`src/pkg/fsp_pkg.sv`:
```
package fsp_pkg;

	localparam int unsigned CLK_MHZ = 20;
	localparam int unsigned OP_TIME_US = 2000;
	localparam int unsigned OP_CYCLES = OP_TIME_US * CLK_MHZ;

	localparam logic [7:0] OFS_ADDR_LOW = 8'h00;
	localparam logic [7:0] OFS_ADDR_HIGH = 8'h04;
	localparam logic [7:0] OFS_DATA_LOW = 8'h08;
	localparam logic [7:0] OFS_DATA_HIGH = 8'h0c;
	localparam logic [7:0] OFS_CTRL = 8'h10;
	localparam logic [7:0] OFS_KEY = 8'h14;
	localparam logic [7:0] OFS_IRQ_STAT = 8'h18;
	localparam logic [7:0] OFS_IRQ_MASK = 8'h1c;
	localparam logic [7:0] OFS_CONFIG = 8'h20;

	localparam int unsigned ADDR_W = 15;
	localparam int unsigned DATA_W = 14;
	localparam int unsigned ROW_WORDS = 32;
	localparam int unsigned LATCH_SEL_W = 5;

	localparam int unsigned CTL_RD = 0;
	localparam int unsigned CTL_WR = 1;
	localparam int unsigned CTL_ALLOW = 2;
	localparam int unsigned CTL_ABORT = 3;
	localparam int unsigned CTL_FREE = 4;
	localparam int unsigned CTL_LATCH_ONLY = 5;
	localparam int unsigned CTL_CFG_SEL = 6;

	localparam int unsigned IRQ_DONE = 0;
	localparam int unsigned IRQ_REFUSED = 1;
	localparam int unsigned IRQ_ABORT = 2;
	localparam int unsigned IRQ_W = 3;

	localparam logic [7:0] KEY_FIRST = 8'h55;
	localparam logic [7:0] KEY_SECOND = 8'haa;

	localparam logic [13:0] LATCH_ERASED = 14'h3fff;
	localparam logic [1:0] GUARD_OFF = 2'b11;
	localparam logic [1:0] GUARD_LOW = 2'b10;
	localparam logic [1:0] GUARD_HALF = 2'b01;
	localparam logic [14:0] GUARD_LOW_END = 15'h0200;
	localparam logic [14:0] GUARD_HALF_END = 15'h4000;

	typedef enum logic [2:0] {
		FSP_IDLE = 3'b000,
		FSP_RD_WAIT = 3'b001,
		FSP_RD_FETCH = 3'b010,
		FSP_NOP1 = 3'b011,
		FSP_NOP2 = 3'b100,
		FSP_PROG = 3'b101,
		FSP_WAIT = 3'b110
	} fsp_state_e;

	typedef enum logic [1:0] {
		FSP_KEY_NONE = 2'b00,
		FSP_KEY_HALF = 2'b01,
		FSP_KEY_FULL = 2'b10
	} fsp_key_e;

endpackage

```
`src/fsp_op_timer.sv`:
```
`timescale 1ns/100ps
module fsp_op_timer #(
	parameter int unsigned WIDTH = 16
) (
	input wire logic clk,
	input wire logic nrst,
	input wire logic start,
	input wire logic abort,
	input wire logic [WIDTH-1:0] load,
	output logic busy,
	output logic done
);
	logic [WIDTH-1:0] cnt_ff;

	always_ff @(posedge clk or negedge nrst) begin
		if (!nrst) begin
			cnt_ff <= '0;
		end else if (abort) begin
			cnt_ff <= '0;
		end else if (start) begin
			cnt_ff <= load;
		end else if (cnt_ff != '0) begin
			cnt_ff <= cnt_ff - 1'b1;
		end
	end

	assign busy = (cnt_ff != '0);
	assign done = (cnt_ff == {{(WIDTH-1){1'b0}}, 1'b1});
endmodule

```
`src/fsp_ctrl.sv`:
```
`timescale 1ns/100ps
// Operation
// - data pair 14-bit word, address 15-bit
// - address high/low bytes reach 32K words
// - go bits set-only, hardware clears
// - write needs allow bit, cleared at power-up
// - reset during write sets abort flag
// - key register reads as zero
// - writes refused without key pattern
// - code lock blocks external programmer
// - only bulk erase or power-up reset releases code lock
// - guard blocks self-write over regions
// - erase acts on 32-word rows only
// - 32 write latches loaded through data
// - internal timer sets operation duration
// - low five bits pick latch; refill 3fff
// - stall core about 2 ms
// - fetch second cycle, data next cycle
module fsp_ctrl
	import fsp_pkg::*;
#(
	parameter int unsigned OP_TIME_CYCLES = OP_CYCLES
) (
	input wire logic clk,
	input wire logic nrst,
	input wire logic soft_rst,
	input wire logic psel,
	input wire logic penable,
	input wire logic pwrite,
	input wire logic [7:0] paddr,
	input wire logic [31:0] pwdata,
	output logic [31:0] prdata,
	output logic pready,
	output logic pslverr,
	output logic irq,
	output logic cpu_force_nop,
	output logic cpu_stall,
	output logic [14:0] fl_addr,
	output logic fl_cfg_space,
	output logic fl_rd,
	input wire logic [13:0] fl_rdata,
	output logic fl_wr,
	output logic [13:0] fl_wdata,
	output logic fl_erase_row,
	output logic fl_bulk_erase,
	input wire logic ext_cfg_wr,
	input wire logic ext_code_lock_n,
	input wire logic [1:0] ext_guard,
	input wire logic ext_bulk_erase,
	output logic ext_access_allow
);
	logic [7:0] addr_low_ff;
	logic [6:0] addr_high_ff;
	logic [7:0] data_low_ff;
	logic [5:0] data_high_ff;
	logic [6:0] ctrl_ff;
	logic [IRQ_W-1:0] irq_stat_ff;
	logic [IRQ_W-1:0] irq_mask_ff;
	logic code_lock_n_ff;
	logic [1:0] guard_ff;
	logic [31:0] prdata_ff;
	logic [13:0] latch_mem [ROW_WORDS];
	logic [LATCH_SEL_W-1:0] prog_idx_ff;
	fsp_state_e state_ff;
	fsp_key_e key_ff;
	logic [14:0] flash_addr;
	logic setup;
	logic acc;
	logic wr_acc;
	logic rd_acc;
	logic mapped;
	logic ctrl_wr;
	logic rd_go;
	logic wr_go;
	logic wr_ok;
	logic guarded;
	logic busy;
	logic tmr_start;
	logic tmr_busy;
	logic tmr_done;
	logic op_end;
	logic ev_refused;
	logic ev_abort;
	logic [31:0] nxt_prdata;

	assign flash_addr = {addr_high_ff, addr_low_ff};
	assign setup = psel && !penable;
	assign acc = psel && penable;
	assign wr_acc = acc && pwrite;
	assign rd_acc = acc && !pwrite;
	assign ctrl_wr = wr_acc && (paddr == OFS_CTRL);
	assign pready = 1'b1;
	assign pslverr = acc && !mapped;
	assign prdata = prdata_ff;
	assign busy = (state_ff != FSP_IDLE);
	assign ext_access_allow = code_lock_n_ff;

	always_comb begin
		mapped = 1'b1;
		nxt_prdata = 32'h0000_0000;
		unique case (paddr)
			OFS_ADDR_LOW: nxt_prdata[7:0] = addr_low_ff;
			OFS_ADDR_HIGH: nxt_prdata[6:0] = addr_high_ff;
			OFS_DATA_LOW: nxt_prdata[7:0] = data_low_ff;
			OFS_DATA_HIGH: nxt_prdata[5:0] = data_high_ff;
			OFS_CTRL: nxt_prdata[6:0] = ctrl_ff;
			OFS_KEY: nxt_prdata = 32'h0000_0000;
			OFS_IRQ_STAT: nxt_prdata[IRQ_W-1:0] = irq_stat_ff;
			OFS_IRQ_MASK: nxt_prdata[IRQ_W-1:0] = irq_mask_ff;
			OFS_CONFIG: nxt_prdata[2:0] = {guard_ff, code_lock_n_ff};
			default: mapped = 1'b0;
		endcase
	end

	// read data is fetched in the setup cycle so it can come from a flop
	always_ff @(posedge clk or negedge nrst) begin
		if (!nrst) begin
			prdata_ff <= 32'h0000_0000;
		end else if (setup && !pwrite) begin
			prdata_ff <= nxt_prdata;
		end
	end

	always_ff @(posedge clk or negedge nrst) begin
		if (!nrst) begin
			addr_low_ff <= 8'h00;
			addr_high_ff <= 7'h00;
		end else if (wr_acc && paddr == OFS_ADDR_LOW) begin
			addr_low_ff <= pwdata[7:0];
		end else if (wr_acc && paddr == OFS_ADDR_HIGH) begin
			addr_high_ff <= pwdata[6:0];
		end
	end

	// a completed fetch wins over a same-cycle firmware write to the pair
	always_ff @(posedge clk or negedge nrst) begin
		if (!nrst) begin
			data_low_ff <= 8'h00;
			data_high_ff <= 6'h00;
		end else if (state_ff == FSP_RD_FETCH) begin
			{data_high_ff, data_low_ff} <= fl_rdata;
		end else if (wr_acc && paddr == OFS_DATA_LOW) begin
			data_low_ff <= pwdata[7:0];
		end else if (wr_acc && paddr == OFS_DATA_HIGH) begin
			data_high_ff <= pwdata[5:0];
		end
	end

	// unlock: the go write must directly follow the two key writes
	always_ff @(posedge clk or negedge nrst) begin
		if (!nrst) begin
			key_ff <= FSP_KEY_NONE;
		end else if (soft_rst || rd_acc) begin
			key_ff <= FSP_KEY_NONE;
		end else if (wr_acc) begin
			if (paddr == OFS_KEY && pwdata[7:0] == KEY_FIRST) begin
				key_ff <= FSP_KEY_HALF;
			end else if (paddr == OFS_KEY && pwdata[7:0] == KEY_SECOND
					&& key_ff == FSP_KEY_HALF) begin
				key_ff <= FSP_KEY_FULL;
			end else begin
				key_ff <= FSP_KEY_NONE;
			end
		end
	end

	assign rd_go = ctrl_wr && pwdata[CTL_RD] && !busy;
	assign wr_go = ctrl_wr && pwdata[CTL_WR] && !busy && !rd_go;

	always_comb begin
		guarded = 1'b0;
		if (!pwdata[CTL_CFG_SEL]) begin
			unique case (guard_ff)
				GUARD_OFF: guarded = 1'b0;
				GUARD_LOW: guarded = (flash_addr < GUARD_LOW_END);
				GUARD_HALF: guarded = (flash_addr < GUARD_HALF_END);
				default: guarded = 1'b1;
			endcase
		end
	end

	assign wr_ok = pwdata[CTL_ALLOW] && ctrl_ff[CTL_ALLOW] && key_ff == FSP_KEY_FULL
		&& !guarded;
	assign ev_refused = wr_go && !wr_ok;
	assign ev_abort = soft_rst && (busy && ctrl_ff[CTL_WR]);
	assign op_end = tmr_done || (state_ff == FSP_NOP2 && ctrl_ff[CTL_LATCH_ONLY]);

	always_ff @(posedge clk or negedge nrst) begin
		if (!nrst) begin
			ctrl_ff <= 7'h00;
		end else if (soft_rst) begin
			ctrl_ff <= 7'h00;
			ctrl_ff[CTL_ABORT] <= ctrl_ff[CTL_ABORT] || ev_abort;
		end else begin
			if (ctrl_wr) begin
				ctrl_ff[CTL_ALLOW] <= pwdata[CTL_ALLOW];
				ctrl_ff[CTL_ABORT] <= pwdata[CTL_ABORT];
				if (!busy) begin
					ctrl_ff[CTL_FREE] <= pwdata[CTL_FREE];
					ctrl_ff[CTL_LATCH_ONLY] <= pwdata[CTL_LATCH_ONLY];
					ctrl_ff[CTL_CFG_SEL] <= pwdata[CTL_CFG_SEL];
				end
			end
			if (rd_go) begin
				ctrl_ff[CTL_RD] <= 1'b1;
			end else if (state_ff == FSP_RD_FETCH) begin
				ctrl_ff[CTL_RD] <= 1'b0;
			end
			if (wr_go && wr_ok) begin
				ctrl_ff[CTL_WR] <= 1'b1;
			end else if (op_end) begin
				ctrl_ff[CTL_WR] <= 1'b0;
			end
		end
	end

	always_ff @(posedge clk or negedge nrst) begin
		if (!nrst) begin
			state_ff <= FSP_IDLE;
			prog_idx_ff <= '0;
		end else if (soft_rst) begin
			state_ff <= FSP_IDLE;
			prog_idx_ff <= '0;
		end else begin
			unique case (state_ff)
				FSP_IDLE: begin
					prog_idx_ff <= '0;
					if (rd_go) begin
						state_ff <= FSP_RD_WAIT;
					end else if (wr_go && wr_ok) begin
						state_ff <= FSP_NOP1;
					end
				end
				FSP_RD_WAIT: state_ff <= FSP_RD_FETCH;
				FSP_RD_FETCH: state_ff <= FSP_IDLE;
				FSP_NOP1: state_ff <= FSP_NOP2;
				FSP_NOP2: begin
					if (ctrl_ff[CTL_LATCH_ONLY]) begin
						state_ff <= FSP_IDLE;
					end else if (ctrl_ff[CTL_FREE]) begin
						state_ff <= FSP_WAIT;
					end else begin
						state_ff <= FSP_PROG;
					end
				end
				FSP_PROG: begin
					prog_idx_ff <= prog_idx_ff + 1'b1;
					if (prog_idx_ff == LATCH_SEL_W'(ROW_WORDS - 1)) begin
						state_ff <= FSP_WAIT;
					end
				end
				FSP_WAIT: begin
					if (tmr_done) begin
						state_ff <= FSP_IDLE;
					end
				end
				default: state_ff <= FSP_IDLE;
			endcase
		end
	end

	assign tmr_start = (state_ff == FSP_NOP2) && !ctrl_ff[CTL_LATCH_ONLY];

	fsp_op_timer #(
		.WIDTH(32)
	) u_timer (
		.clk(clk),
		.nrst(nrst),
		.start(tmr_start),
		.abort(soft_rst),
		.load(OP_TIME_CYCLES + ROW_WORDS),
		.busy(tmr_busy),
		.done(tmr_done)
	);

	// latches hold no reset; they are refilled after each program and on reset
	always_ff @(posedge clk) begin
		for (int i = 0; i < ROW_WORDS; i++) begin
			if (!nrst || soft_rst || (tmr_done && !ctrl_ff[CTL_FREE])) begin
				latch_mem[i] <= LATCH_ERASED;
			end else if (state_ff == FSP_NOP2 && !ctrl_ff[CTL_FREE]
					&& addr_low_ff[LATCH_SEL_W-1:0] == LATCH_SEL_W'(i)) begin
				latch_mem[i] <= {data_high_ff, data_low_ff};
			end
		end
	end

	always_ff @(posedge clk or negedge nrst) begin
		if (!nrst) begin
			fl_addr <= 15'h0000;
			fl_cfg_space <= 1'b0;
			fl_rd <= 1'b0;
			fl_wr <= 1'b0;
			fl_wdata <= 14'h0000;
			fl_erase_row <= 1'b0;
			fl_bulk_erase <= 1'b0;
		end else begin
			fl_cfg_space <= ctrl_ff[CTL_CFG_SEL];
			fl_rd <= (state_ff == FSP_RD_WAIT);
			fl_wr <= (state_ff == FSP_PROG);
			fl_erase_row <= (state_ff == FSP_NOP2) && ctrl_ff[CTL_FREE]
				&& !ctrl_ff[CTL_LATCH_ONLY];
			fl_bulk_erase <= ext_bulk_erase;
			if (state_ff == FSP_PROG) begin
				fl_addr <= {flash_addr[14:LATCH_SEL_W], prog_idx_ff};
				fl_wdata <= latch_mem[prog_idx_ff];
			end else if (state_ff == FSP_NOP2 && ctrl_ff[CTL_FREE]) begin
				fl_addr <= {flash_addr[14:LATCH_SEL_W], LATCH_SEL_W'(0)};
			end else begin
				fl_addr <= flash_addr;
			end
		end
	end

	// core sees forced nops on reads and latch loads, a full stall on row operations
	assign cpu_force_nop = (state_ff inside {FSP_RD_WAIT, FSP_RD_FETCH, FSP_NOP1,
		FSP_NOP2});
	assign cpu_stall = (state_ff inside {FSP_PROG, FSP_WAIT}) || tmr_busy;

	// lock only tightens from a config write; bulk erase and power-up reset are the only ways back
	always_ff @(posedge clk or negedge nrst) begin
		if (!nrst) begin
			code_lock_n_ff <= 1'b1;
			guard_ff <= GUARD_OFF;
		end else if (ext_bulk_erase) begin
			code_lock_n_ff <= 1'b1;
			guard_ff <= GUARD_OFF;
		end else if (ext_cfg_wr && code_lock_n_ff) begin
			code_lock_n_ff <= ext_code_lock_n;
			guard_ff <= ext_guard;
		end
	end

	always_ff @(posedge clk or negedge nrst) begin
		if (!nrst) begin
			irq_stat_ff <= '0;
			irq_mask_ff <= '0;
		end else begin
			if (wr_acc && paddr == OFS_IRQ_MASK) begin
				irq_mask_ff <= pwdata[IRQ_W-1:0];
			end
			for (int b = 0; b < IRQ_W; b++) begin
				if ((b == IRQ_DONE && op_end) || (b == IRQ_REFUSED && ev_refused)
						|| (b == IRQ_ABORT && ev_abort)) begin
					irq_stat_ff[b] <= 1'b1;
				end else if (wr_acc && paddr == OFS_IRQ_STAT && pwdata[b]) begin
					irq_stat_ff[b] <= 1'b0;
				end
			end
		end
	end

	assign irq = |(irq_stat_ff & irq_mask_ff);

	a_key_read_zero: assert property (@(posedge clk) disable iff (!nrst)
		setup && !pwrite && paddr == OFS_KEY |=> prdata == 32'h0000_0000)
		else $error("key register read not zero");
	a_go_needs_unlock: assert property (@(posedge clk) disable iff (!nrst)
		$rose(ctrl_ff[CTL_WR]) |-> $past(key_ff) == FSP_KEY_FULL)
		else $error("write started without unlock");
	a_go_needs_allow: assert property (@(posedge clk) disable iff (!nrst)
		$rose(ctrl_ff[CTL_WR]) |-> ctrl_ff[CTL_ALLOW])
		else $error("write started without allow bit");
	a_rd_fetch_time: assert property (@(posedge clk) disable iff (!nrst || soft_rst)
		rd_go |=> state_ff == FSP_RD_WAIT ##1 fl_rd && state_ff == FSP_RD_FETCH
		##1 !ctrl_ff[CTL_RD])
		else $error("read fetch timing wrong");
	a_two_nops: assert property (@(posedge clk) disable iff (!nrst || soft_rst)
		wr_go && wr_ok |=> cpu_force_nop [*2] ##1 !cpu_force_nop)
		else $error("forced nops not two cycles");
	a_wr_set_only: assert property (@(posedge clk) disable iff (!nrst)
		$fell(ctrl_ff[CTL_WR]) |-> $past(op_end) || $past(soft_rst))
		else $error("write go cleared early");
	a_abort_flag: assert property (@(posedge clk) disable iff (!nrst)
		soft_rst && busy && ctrl_ff[CTL_WR] |=> ctrl_ff[CTL_ABORT])
		else $error("abort flag not set");
	a_lock_release: assert property (@(posedge clk) disable iff (!nrst)
		$rose(code_lock_n_ff) |-> $past(ext_bulk_erase))
		else $error("code lock released without bulk erase");
	a_erase_stall: assert property (@(posedge clk) disable iff (!nrst || soft_rst)
		fl_erase_row |-> cpu_stall)
		else $error("core not stalled during erase");
	a_guard_block: assert property (@(posedge clk) disable iff (!nrst)
		wr_go && guarded |=> !ctrl_ff[CTL_WR] && irq_stat_ff[IRQ_REFUSED])
		else $error("guarded write not refused");
endmodule

```
`config.mk`:
```
export PLATFORM = sky130hd
export DESIGN_NAME = fsp_ctrl
export DESIGN_NICKNAME = d
export VERILOG_FILES = /design/src/pkg/fsp_pkg.sv /design/src/fsp_op_timer.sv /design/src/fsp_ctrl.sv
export SDC_FILE = /design/constraint.sdc
export NUM_CORES = 1
export LEC_CHECK = 0
export ABC_AREA = 1
export BUFFER_PORTS_ARGS = -buffer_cell sky130_fd_sc_hd__clkbuf_2
export CORE_UTILIZATION = 54
export CTS_BUF_LIST = sky130_fd_sc_hd__clkbuf_8
export CTS_CLUSTER_DIAMETER = 60
export DETAILED_ROUTE_END_ITERATION = 16
export GPL_TIMING_DRIVEN = 0
export HOLD_SLACK_MARGIN = 0.15
export PLACE_DENSITY = 0.72
export SYNTH_ARGS = -nofsm -noshare
export SYNTH_HDL_FRONTEND = slang
export SYNTH_SLANG_ARGS = --single-unit
```
`constraint.sdc`:
```
create_clock -name clk -period 4.7 [get_ports clk]
set_input_delay 0.94 -clock clk [delete_from_list [all_inputs] [get_ports clk]]
set_output_delay 0.94 -clock clk [all_outputs]
set_load 0.05 [all_outputs]
```
; Word level (Yosys, flattened, before mapping)
; Memories as Yosys holds them, arrays and structs flattened. A register that Yosys moved wholly into a read port is not among the register bits.
; Cells that the tools add are included.
[op_classes]
n_mux = 178
n_addsub = 2
multipliers = 0
n_eq_ne = 59
order_cmp = 2
bitwise = 34
shift = 0
div_mod_pow = 0
reduce_logical = 112
[op_table]
columns = op, n
row1 = 2-to-1 mux 14 bit, 32
row2 = 2-to-1 mux 1 bit, 112
row3 = 2-to-1 mux 32 bit, 3
row4 = "equality test 5 bit, second input constant", 17
row5 = logical AND 1 bit, 70
row6 = "equality test 5 x 4 -> 1 bit, second input constant", 8
row7 = "equality test 32 x 1 -> 1 bit, second input constant", 1
row8 = "equality test 8 x 5 -> 1 bit, second input constant", 4
row9 = OR 1 bit, 32
row10 = nonzero test 32 bit, 1
row11 = "subtractor 32 x 1 -> 32 bit, second input constant", 1
row12 = case mux 3 bit (8 select lines), 1
row13 = 2-to-1 mux 3 bit, 7
row14 = "equality test 5 x 3 -> 1 bit, second input constant", 4
row15 = 2-to-1 mux 5 bit, 4
row16 = 2-to-1 mux 6 bit, 3
row17 = case mux 3 bit (6 select lines), 1
row18 = nonzero test 2 bit, 9
row19 = "equality test 8 x 4 -> 1 bit, second input constant", 2
row20 = 2-to-1 mux 8 bit, 2
row21 = "less-than comparator 15 x 10 -> 1 bit, second input constant", 1
row22 = "less-than comparator 15 bit, second input constant", 1
row23 = case mux 3 bit (5 select lines), 1
row24 = nonzero test 3 bit, 5
row25 = other kinds (33), 65
[totals]
rom_bits = 0
ram_bits = 448
in_bits = 65
out_inout_bits = 72
elab_cells = 413
reg_bits = 115
n_memories = 1
latchBits = 0
[mem_list]
columns = memory, words, word_bits, rd, rd_ports_with_merged_regs, write_ports, line_no
row1 = latch_mem, 32, 14, 1, 1, 32, fsp_ctrl.sv:62  ; logic [13:0] latch_mem [ROW_WORDS];

; Logic depth before layout (Yosys ltp)
; Gate-level depths: netlist of run 1.
[depth]
depth_word = 12
ltp_mapped = 12
mapped_depth_nobuf = 10

; Hierarchy
; A second synthesis of run 1 with hierarchy kept.
[hier_totals]
cells_unflattened = 2997
hier_area_um2 = 27839.2
[modules_own_cells]
columns = module, area_per_inst_um2, instances, cells_per_inst
row1 = fsp_ctrl, 25403.1, 1, 2619
row2 = fsp_op_timer, 2436.1, 1, 378

; Least setup slack after synthesis of run 1
; No wires, ideal clock.
[synth_path]
kind = in2out
start = in paddr[4]
end = out pslverr
t_arrival_ns = 2.570
path_stages = 6
path_slack_ns = 1.190
cell_sequence = inv_1 -> nand3_1 -> inv_1 -> nand2_1 -> nand4_1 -> nor3_1
[synth_between]
elab_chain_cells = 5
word_cells_on_any_way = 13
cone_classes = eq/ne: 8 / mux: 1 / reduce/logical: 4
[synth_lines]
columns = item, line_no
row1 = start: declaration, fsp_ctrl.sv:30  ; input wire logic [7:0] paddr,
row2 = "equality test 8 x 5 -> 1 bit, or another cell as far along", fsp_ctrl.sv:101  ; unique case (paddr)
row3 = OR reduction 9 bit (no line) *, n/a
row4 = 2-to-1 mux 1 bit *, fsp_ctrl.sv:101
row5 = logical NOT 1 bit *, fsp_ctrl.sv:93  ; assign pslverr = acc && !mapped;
row6 = logical AND 1 bit *, fsp_ctrl.sv:93
row7 = end: declaration, fsp_ctrl.sv:34  ; output logic pslverr,
; Every way passes the cells marked *; elsewhere a longest branch is shown, timed or not.

; Worst setup path in the final report of run 1
[layout_path]
start = reg state_ff[1]
end = out cpu_stall
[layout_between]
elab_chain_cells = 3
word_cells_on_any_way = 4
cone_classes = eq/ne: 2 / reduce/logical: 2
[layout_lines]
columns = item, line_no
row1 = start: declaration, fsp_ctrl.sv:64  ; fsp_state_e state_ff;
row2 = start signal: assignment, fsp_ctrl.sv:219  ; state_ff <= FSP_IDLE;
row3 = start signal: assignment, fsp_ctrl.sv:222  ; state_ff <= FSP_IDLE;
row4 = start signal: assignment, fsp_ctrl.sv:229  ; state_ff <= FSP_RD_WAIT;
row5 = equality test 3 bit, fsp_ctrl.sv:318  ; assign cpu_stall = (state_ff inside {FSP_PROG, FSP_WAIT}) || tmr_busy;
row6 = nonzero test 2 bit *, fsp_ctrl.sv:318
row7 = logical OR 1 bit *, fsp_ctrl.sv:318
row8 = end: declaration, fsp_ctrl.sv:37  ; output logic cpu_stall,
; Marked as above.

==> results of run 1 <==
==> path summary, 6_finish.rpt <==
check / startpoint / endpoint / slack (ns) / cells after the start
max in group asynchronous: nrst / addr_low_ff[5] / 3.16 / 3
worst max-delay path: state_ff[1] / cpu_stall / 0.80 / 7
worst min register to register: addr_low_ff[7] / fl_addr[7] / 0.43 / 0
min in group asynchronous: nrst / fl_wdata[3] / 0.70 / 2
worst min-delay path: ext_bulk_erase / fl_bulk_erase / 0.41 / 1
worst max register to register: prog_idx_ff[1] / fl_wdata[3] / 1.69 / 10
==> cells in the final DEF, fill, tap and decap left out, drive strengths merged, types with 3 or more instances in the layout <==
cell      instances
nor4              5
ha                4
nor2            504
clkbuf          297
o21ai           227
dfstp             3
a21oi            28
a31oi             8
or2               4
inv             183
nor3             26
nand2           978
o22ai             7
nand3           203
o21a              3
dfrtp           126
clkinvlp          3
conb             25
nand4            11
xor2              4
o21bai            9
buf             121
nand3b            3
bufinv            4
clkinv           27
edfxtp          448
o211ai           42
==> layer usage <==
layer	vias to the layer above	wire [µm]
met5	-	0
met4	0	4500
met3	230	9460
met2	1370	40100
met1	11098	35600
li1	10328	-
==> critical path, stage by stage, from the launching register on <==
cell	delay [ns]
dfrtp_1	0.38
inv_1	0.14
nand2_1	0.10
nor2_1	0.34
inv_2	0.24
clkbuf_1	0.45
nand3b_1	0.30
clkbuf_2	0.32
==> area by class of cell <==
class | count | area share [%]
clock inverter | 65 | 1.25
multi-input combinational | 2096 | 29.9
buffer | 214 | 3.97
inverter | 152 | 1.84
timing repair buffer | 96 | 1.75
tap | 672 | 2.71
sequential | 577 | 53.7
clock buffer | 109 | 4.83
==> power breakdown <==
part           internal [µW]  switching (µW)  total (µW)
Combinational            783            3080        3860
Sequential              5820             261        6080
Clock                   2340            2100        4440
==> cell families (layout without fill, tap and decap cells) <==
family	Yosys count	after routing	share of synthesized area (%)
adder cells (fa/ha/maj)	4	4	0.181
AND/OR/NAND/NOR	1734	1734	26.3
buffers and inverters	366	636	6.51
multiplexers	1	1	0.0361
XOR/XNOR	6	6	0.190
flip-flops	577	577	60.2
AO/OA/AOI/OAI	326	326	6.47
other	2	25	0.0271
==> metrics by stage <==
step	worst slack, ns	total power (µW)	setup TNS, ns	util (%)
2_1_floorplan	1.19	8540	0	-
3_3_place_gp	-1.53	9840	-625.52	57.7
3_5_place_dp	0.749	9920	0	57.9
4_1_cts	0.846	14300	0	61.6
5_1_grt	0.651	14900	0	61.6
6_report	0.799	14400	0	61.6
==> what timing repair did <==
action,in CTS,in global routing
buffers inserted,0,0
hold endpoints to repair,19,0
hold buffers,1,0
==> registers in the layout (all words and copies together) (netlist names), 2 cells and up <==
register	cells
fl_addr	15
key_ff	2
ctrl_ff	7
prog_idx_ff	5
guard_ff	2
addr_high_ff	7
state_ff	3
fl_wdata	14
latch_mem	448
prdata	8
data_high_ff	6
irq_stat_ff	3
data_low_ff	8
irq_mask_ff	3
addr_low_ff	8
u_timer.cnt_ff	32
==> out/metrics.cfg, run 1 <==
[sta]
slew_violations=0
hold_viol=0
rsz0062_at_grt=no
finClkSkew_ns=0.0284
fin_hold_ws_ns=0.408
maxSlewHeadroom_pct=4.02
tightest_slew_ns=1.44
timing.fmax_mhz=256
setup_viol=0
final.period_utilization_pct=83.0
layout_min_cycle_time_ns=3.90

[die]
row_count=82
pin_count=137
fp.dieH_um=228
die_w_um=228
start_util_pct=55.0
coreArea_um2=50400
dieArea_um2=52200

[global_routing]
busiest_layer=met2
grt_use_met1_pct=46.8
grt_overflow=0
grtUsageMet2_pct=52.7
grt_pass1_wl_um=132000
grt_use_met3_pct=6.05
first_global_vias=21709
antenna_found_initial=0
grt_max_degree=112
grt_util_all_layers_pct=34.2

[outcome]
status=completed

[logic_synthesis]
synth_edf_count=448
yosysTopAreaCellShare_pct=48.6
synthMostInstantiatedCell=nand2_1
postSynth.asyncResetShare_pct=22.4
synth_cell_types=42
synthTopCellsByCount=921 x nand2_1, 463 x nor2_1, 448 x edfxtp_1
yosysWarnings=0
yosys_most_used_dff=edfxtp_1
syn_avg_cell_area_um2=9.18
yosys.area.top_type=edfxtp_1
ys_seq_elements=577
syn_inst=3016
syn-cell-area_um2=27700
synthTopCellsByArea=edfxtp_1 49%, nand2_1 12%, dfrtp_1 11%
yosysSeqAreaShare_pct=60.2

[detailed_routing]
dr.pass1.iters=6
drtAntennaViolNets=0
viasPerCell=5.78
first_iter_violations=2762
wl_per_cell_um=22.5
dr_total_vias=23026
totalWireLength_um=89600
drc=0

[power_and_ir_drop]
p_leak_uw=0.0112
pwr_density_cell_nw_per_um2=463
ir_worst_vdd_uv=490

[clocking]
tritoncts=done
cts-buffers-inserted=94
clock-sinks=577
insertion_delay_ns=0.70
cts.reportedPaths.clkPinSlew_ns=0.06
cts_resized=0
clk_path_buf_depth=3
cts_root_buf=clkbuf_8
htreeDepth=3

[place]
place_congestion=1.01
hpwlAfterDp_um=65100
port_buffers=86
dp_cells=3806
place_area_um2=29200

[worst_setup_path]
crit_required_ns=3.76
cp_max_fo=10
crit_arrival_ns=2.96
crit_type=register to primary output
start_kind=register
cp-end-kind=primary output

[layout]
fillers=4237
diodes=0
fin_nets=3300
area_growth_pct=12.1
drive_gt1_share_pct=13.7
multi_input_area_um2=9290
regArea_um2=16700
stdcell_area_um2=31100
stdcell_count=3981

[min_path]
hp-class=input port to register

[run]
drv_cap=0

Note: power is estimated with default switching activity, not from simulation.
==> run 2, diff against run 1 <==
Settings changed: ABC_AREA 1 to 0, PLACE_DENSITY 0.72 to 0.75.
Clock period 4.7 ns to 3.4 ns, I/O delays scaled along.
==> run 2 against run 1 <==
- the run now ends with negative setup slack left
- power grew 31%
- die area shrank 5.6%
- worst setup slack lost 0.86 ns
- clock-buffer cell count shrank 12
==> out/metrics.cfg, run 2 <==
[min_path]
hp-class=input port to register
holdPathEnd=data_low_ff[6]
hold_path.startpoint=fl_rdata[6]
hold_path_depth=3

[logic_synthesis]
yosys_most_used_dff=edfxtp_1
syn_inst=2010
synthTopCellsByCount=503 x nand2_1, 448 x edfxtp_1, 129 x mux2i_1
yosysTopAreaCellShare_pct=51.5
syn-cell-area_um2=26100
yosysWarnings=0
synthTopCellsByArea=edfxtp_1 51%, dfrtp_1 12%, nand2_1 7.2%
synthMostInstantiatedCell=nand2_1
postSynth.asyncResetShare_pct=22.4
syn_avg_cell_area_um2=13.0
synth_edf_count=448
ys_seq_elements=577
yosysSeqAreaShare_pct=63.8
synth_cell_types=69
yosys.area.top_type=edfxtp_1

[layout]
fillers=3596
utilization_pct=62.0
registers.top_by_ff_count=latch_mem
stdcell_count=2930
fin_nets=2313
diodes=0
reg.largest.list=latch_mem x448, u_timer.cnt_ff x32, fl_addr x15
final_cell_mix=502 x nand2_1, 448 x edfxtp_1, 129 x mux2i_1
area_growth_pct=13.2
drive_gt1_share_pct=20.3
largest_register_ffs=448
final_common_cell=nand2_1

[die]
coreArea_um2=47700
dieArea_um2=49300
pin_count=137
die_w_um=222
start_util_pct=54.7
fp.dieH_um=222
row_count=80

[detailed_routing]
dr_total_vias=18287
wl_per_cell_um=25.1
first_iter_violations=2400
drc=0
dr.pass1.iters=6
drtAntennaViolNets=0
viasPerCell=6.24
totalWireLength_um=73500

[power_and_ir_drop]
ir_worst_vdd_uv=575
pwr-share-comb_pct=25.2
p_leak_uw=0.00910
clockPowerShare_pct=29.4
pwr_density_cell_nw_per_um2=638
sw_frac_of_total_pct=34.7
p_seq_share_pct=45.4
p_int_uw=12300
switching_power_uw=6550

[worst_setup_path]
crit_type=register to primary output
reg2reg_slack_ns=-0.01
crit_arrival_ns=2.78
cpMaxStageDelayCell=or4_4
crit_top_cell=buf_6
rr_endpoint=fl_wdata[0]
r2r_cells=7
cp_max_fo=7
worstReg2RegStart=prog_idx_ff[1]
max_stage_delay_ns=0.53
start_kind=register
cp-end-kind=primary output
crit_required_ns=2.72
cp_cell_sequence=or4_4 -> or3_1 -> buf_6 -> nor4_4 -> buf_6 -> nand2_4 -> buf_8

[clocking]
cts_root_buf=clkbuf_8
insertion_delay_ns=0.71
htreeDepth=3
cts.reportedPaths.clkPinSlew_ns=0.06
clk_path_buf_depth=3
cts-buffers-inserted=93
clock-sinks=577
tritoncts=done

[sta]
setup_tns_ns=-0.0704
timing.fmax_mhz=289
maxSlewHeadroom_pct=11.9
setup_slack_ns=-0.0608
slew_violations=0
setup_viol=2
final.period_utilization_pct=102
rsz0062_at_grt=yes
tightest_slew_ns=1.30
finClkSkew_ns=0.0332
hold_viol=0
layout_min_cycle_time_ns=3.46

[global_routing]
grt_pass1_wl_um=109000
grt_util_all_layers_pct=30.0
antenna_found_initial=1
grt_max_degree=93
grt_overflow=0
first_global_vias=17701

[place]
port_buffers=83
dp_cells=2755
place_congestion=0.963
hpwlAfterDp_um=53300

[outcome]
status=finished with violations
violations=negative setup slack

[run]
drv_cap=0

[run 2: cell types whose count changed after synthesis, sizes merged, moves of 23 or more]
cell,before,now
a22oi,0,39
buf,112,88
mux4,0,67
o211ai,42,4
a221oi,0,23
mux2i,1,129
nand2,978,503
nor2,504,70
or3,0,28
inv,150,9
o21ai,227,77
nand3,203,17
[run 2: timing repair]
item | in CTS | in global routing
setup buffers | 6 | 3
hold buffers | 2 | 0
endpoints found under the hold margin | 38 | 0
setup endpoints to repair | 367 | 318
resized for setup | 31 | 12
pin swaps | 4 | 1
[run 2: power groups by stage]
stage	combinational, µW	sequential [µW]	clock (µW)
CTS	4520	8560	5570
finish	4760	8580	5560
global placement	4140	8720	0
global route	5140	8600	5850
detailed placement	4350	8700	0
floorplan	2780	8870	0
[run 2: through the flow]
step	hold WS [ns]	cell area (µm²)	setup slack [ns]	power, µW
finish	0.197	29600	-0.0608	18900
global route	0.204	29600	-0.115	19600
CTS	0.152	29500	-0.126	18700
detailed placement	0.406	27700	-0.402	13100
global placement	0.405	27400	-2.87	12900
floorplan	0.368	26200	0.311	11600
[run 2: kinds of logic (layout without fill, tap and decap cells)]
logic type                 Yosys count  in the layout  synth area share (%)
and+or+nand+nor                    743            743                  13.1
DFF                                577            577                  63.8
AOI/OAI and AO/OA                  274            274                  7.17
muxes                              215            215                  11.5
buffers and inverters              189            471                  3.97
xor gates and xnor gates             6              6                 0.201
adders and majority gates            4              4                 0.191
other                                2             25                0.0287
[run 2: area by class of cell]
cell class,instances,area [µm²],share of cell area (%)
sequential,577,16700,56.4
buffer,178,1020,3.45
clock inverter,69,353,1.19
timing repair buffer,118,756,2.55
tap,615,769,2.60
multi-input combinational,1267,8650,29.2
inverter,9,33.8,0.114
clock buffer,97,1340,4.51
[run 2: routing by layer]
| layer | track usage [%] | part of all wire, % | up-vias |
|---|---|---|---|
| li1 | - | - | 7885 |
| met1 | 40.0 | 38 | 9094 |
| met2 | 47.9 | 47 | 1119 |
| met3 | 5.37 | 10 | 189 |
| met4 | 14.7 | 4.6 | 0 |
| met5 | 0 | 0 | - |
[run 2: worst max-delay path by stage]
stage          cells past startpoint               start                to
5_1_grt                            7  u_timer.cnt_ff[16]         cpu_stall
6_report                           7  u_timer.cnt_ff[16]         cpu_stall
2_1_floorplan                      8  u_timer.cnt_ff[16]  latch_mem[10][0]
3_5_place_dp                       8   u_timer.cnt_ff[4]  latch_mem[14][7]
3_3_place_gp                       6                nrst  latch_mem[17][8]
4_1_cts                            7  u_timer.cnt_ff[16]         cpu_stall
[run 2: worst max-delay path, delay by kind of cell (launching register included)]
kind	cells	cell delay, ns
simple gates	4	1.22
buf+inv	3	0.45
flops	1	0.41
==> run 3, diff against run 2 <==
Settings changed: CELL_PAD_IN_SITES_DETAIL_PLACEMENT set to 2, CELL_PAD_IN_SITES_GLOBAL_PLACEMENT set to 2, CORE_UTILIZATION 54 to 41, PLACE_DENSITY 0.75 to not set, PLACE_DENSITY_LB_ADDON set to 0.1.
==> run 3 against run 2 <==
- the flow still finishes with violations (negative setup slack)
- critical path type unchanged
- power grew 5.3%
- combinational power is 5.0% higher
- clock skew up 0.016 ns
- cell area up 2.5%
- via count rose by 0.50%
- hold slack improved by 0.036 ns
- highest routed layer is now met5
==> out/metrics.cfg, run 3 (synthesis gave the netlist of run 2 again) <==
[layout]
regArea_um2=16700
fillers=6288
largest_register_ffs=448
drive_gt1_share_pct=21.2
area_growth_pct=16.0
stdcell_count=3181
final_cell_mix=502 x nand2_1, 448 x edfxtp_1, 129 x mux2i_1
fin_nets=2326
final_common_cell=nand2_1
reg.largest.list=latch_mem x448, u_timer.cnt_ff x32, fl_addr x15
registers.top_by_ff_count=latch_mem
multi_input_area_um2=8690

[sta]
setup_viol=1
layout_min_cycle_time_ns=3.45
timing.fmax_mhz=290
hold_viol=0
slew_violations=0
fin_hold_ws_ns=0.233
maxSlewHeadroom_pct=19.7
tightest_slew_ns=1.20
rsz0062_at_grt=yes
finClkSkew_ns=0.0493
setup_slack_ns=-0.0490
final.period_utilization_pct=101

[worst_setup_path]
critPathTopFamily=simple AND/OR/NAND/NOR gates
cp-end-kind=primary output
cp_cell_sequence=or3_4 -> or4_4 -> nor4_4 -> buf_6 -> nand2_4 -> buf_8
max_stage_delay_ns=0.55
cp_max_fo=4
crit_required_ns=2.72
crit_arrival_ns=2.77
worstReg2RegStart=u_timer.cnt_ff[16]
start_kind=register
critical_path_buf_inv_count=2
crit_type=register to primary output
crit_start=u_timer.cnt_ff[9]
cpMaxStageDelayCell=or4_4

[detailed_routing]
wl_per_cell_um=29.1
top_layer=met5
dr.pass1.iters=7
viasPerCell=5.78
first_iter_violations=1434
wl_met3_um=5330
drtAntennaViolNets=0
totalWireLength_um=92500
drc=0
wl_met1_um=37500
wl_met2_um=46000
dr_total_vias=18378

[global_routing]
grt_max_degree=97
grt_util_all_layers_pct=29.0
first_global_vias=20146
antenna_found_initial=2
grt_pass1_wl_um=135000
grt_overflow=0

[clocking]
clock-sinks=577
insertion_delay_ns=0.72
cts.reportedPaths.clkPinSlew_ns=0.06
cts_root_buf=clkbuf_8
tritoncts=done
clk_path_buf_depth=3
htreeDepth=3
cts-buffers-inserted=101

[power_and_ir_drop]
ir_worst_vdd_uv=505
pwr_density_cell_nw_per_um2=656
p_leak_uw=0.00931

[place]
port_buffers=83
place_congestion=0.904
hpwlAfterDp_um=66200
dp_cells=2981

[min_path]
hp-class=input port to register
hold_path.startpoint=fl_rdata[9]

[die]
pin_count=137
die_w_um=255
dieArea_um2=64800
fp.dieH_um=255
coreArea_um2=63100
row_count=92
start_util_pct=41.4

[outcome]
status=finished with violations
violations=negative setup slack

[run]
drv_cap=0

run 3: changes by cell type in the layout (fill, tap and decap cells not counted), moves of 3 or more:
| cell | delta |
|---|---|
| clkbuf_8 | +19 |
| buf_8 | +8 |
| buf_6 | -5 |
| buf_4 | -4 |
| clkinv_1 | -4 |
| clkinv_2 | -4 |
| clkbuf_1 | -3 |
| dlygate4sd3_1 | +3 |
| inv_1 | +3 |
| o21ai_1 | -3 |
run 3: area by class of cell:
| class | instances | area share [%] |
|---|---|---|
| inverter | 9 | 0.111 |
| antenna | 2 | 0.0165 |
| clock buffer | 116 | 5.26 |
| tap | 846 | 3.49 |
| clock inverter | 63 | 1.11 |
| sequential | 577 | 55.0 |
| buffer | 178 | 3.41 |
| multi-input combinational | 1267 | 28.7 |
| timing repair buffer | 123 | 2.92 |
run 3: worst paths after layout:
path | end | slack, ns | cells after the start
max | cpu_stall | -0.05 | 6
min reg2reg | fl_addr[7] | 0.42 | 0
max in group asynchronous | ext_access_allow | 1.90 | 5
max reg2reg | latch_mem[23][6] | 0.08 | 9
min | data_high_ff[1] | 0.23 | 3
min in group asynchronous | addr_high_ff[1] | 0.74 | 4
run 3: stage by stage:
stage | setup slack (ns) | utilization (%) | instance area, µm² | total power [µW] | TNS (ns)
2_1_floorplan | 0.311 | - | 26200 | 11600 | 0
3_3_place_gp | -3.29 | 43.9 | 27700 | 13100 | -2368.16
3_5_place_dp | -0.670 | 44.5 | 28000 | 13400 | -119.43
4_1_cts | -0.124 | 47.9 | 30200 | 19800 | -0.124
5_1_grt | -0.144 | 48.1 | 30300 | 20700 | -0.144
6_report | -0.0490 | 48.1 | 30300 | 19900 | -0.0490
run 3: report_power, final:
group	total, µW	internal, µW	switching (µW)
clock	6290	3310	2980
combinational	5000	1540	3470
sequential	8600	8080	517
run 3: worst reg2reg max path: stages (launching register included):
cell and delay [ns]:
dfrtp_2 0.40, or4_4 0.54, or3_1 0.33, buf_6 0.16
nor4b_4 0.37, buf_4 0.32, a21oi_2 0.17, buf_4 0.24
o21ai_2 0.20, buf_4 0.31
run 3: repair_timing:
action | 4_1_cts | 5_1_grt
setup buffers | 6 | 7
pin swaps | 4 | 3
hold buffers | 8 | 0
gates resized for setup | 25 | 19
setup endpoints to repair | 359 | 167
endpoints found under the hold margin | 36 | 0
run 3: per-layer routing:
layer / global-route usage (%) / vias up
met2: 48.8 / 598
li1: - / 7934
met3: 4.89 / 148
met5: 0 / -
met4: 11.9 / 2
met1: 37.1 / 9696
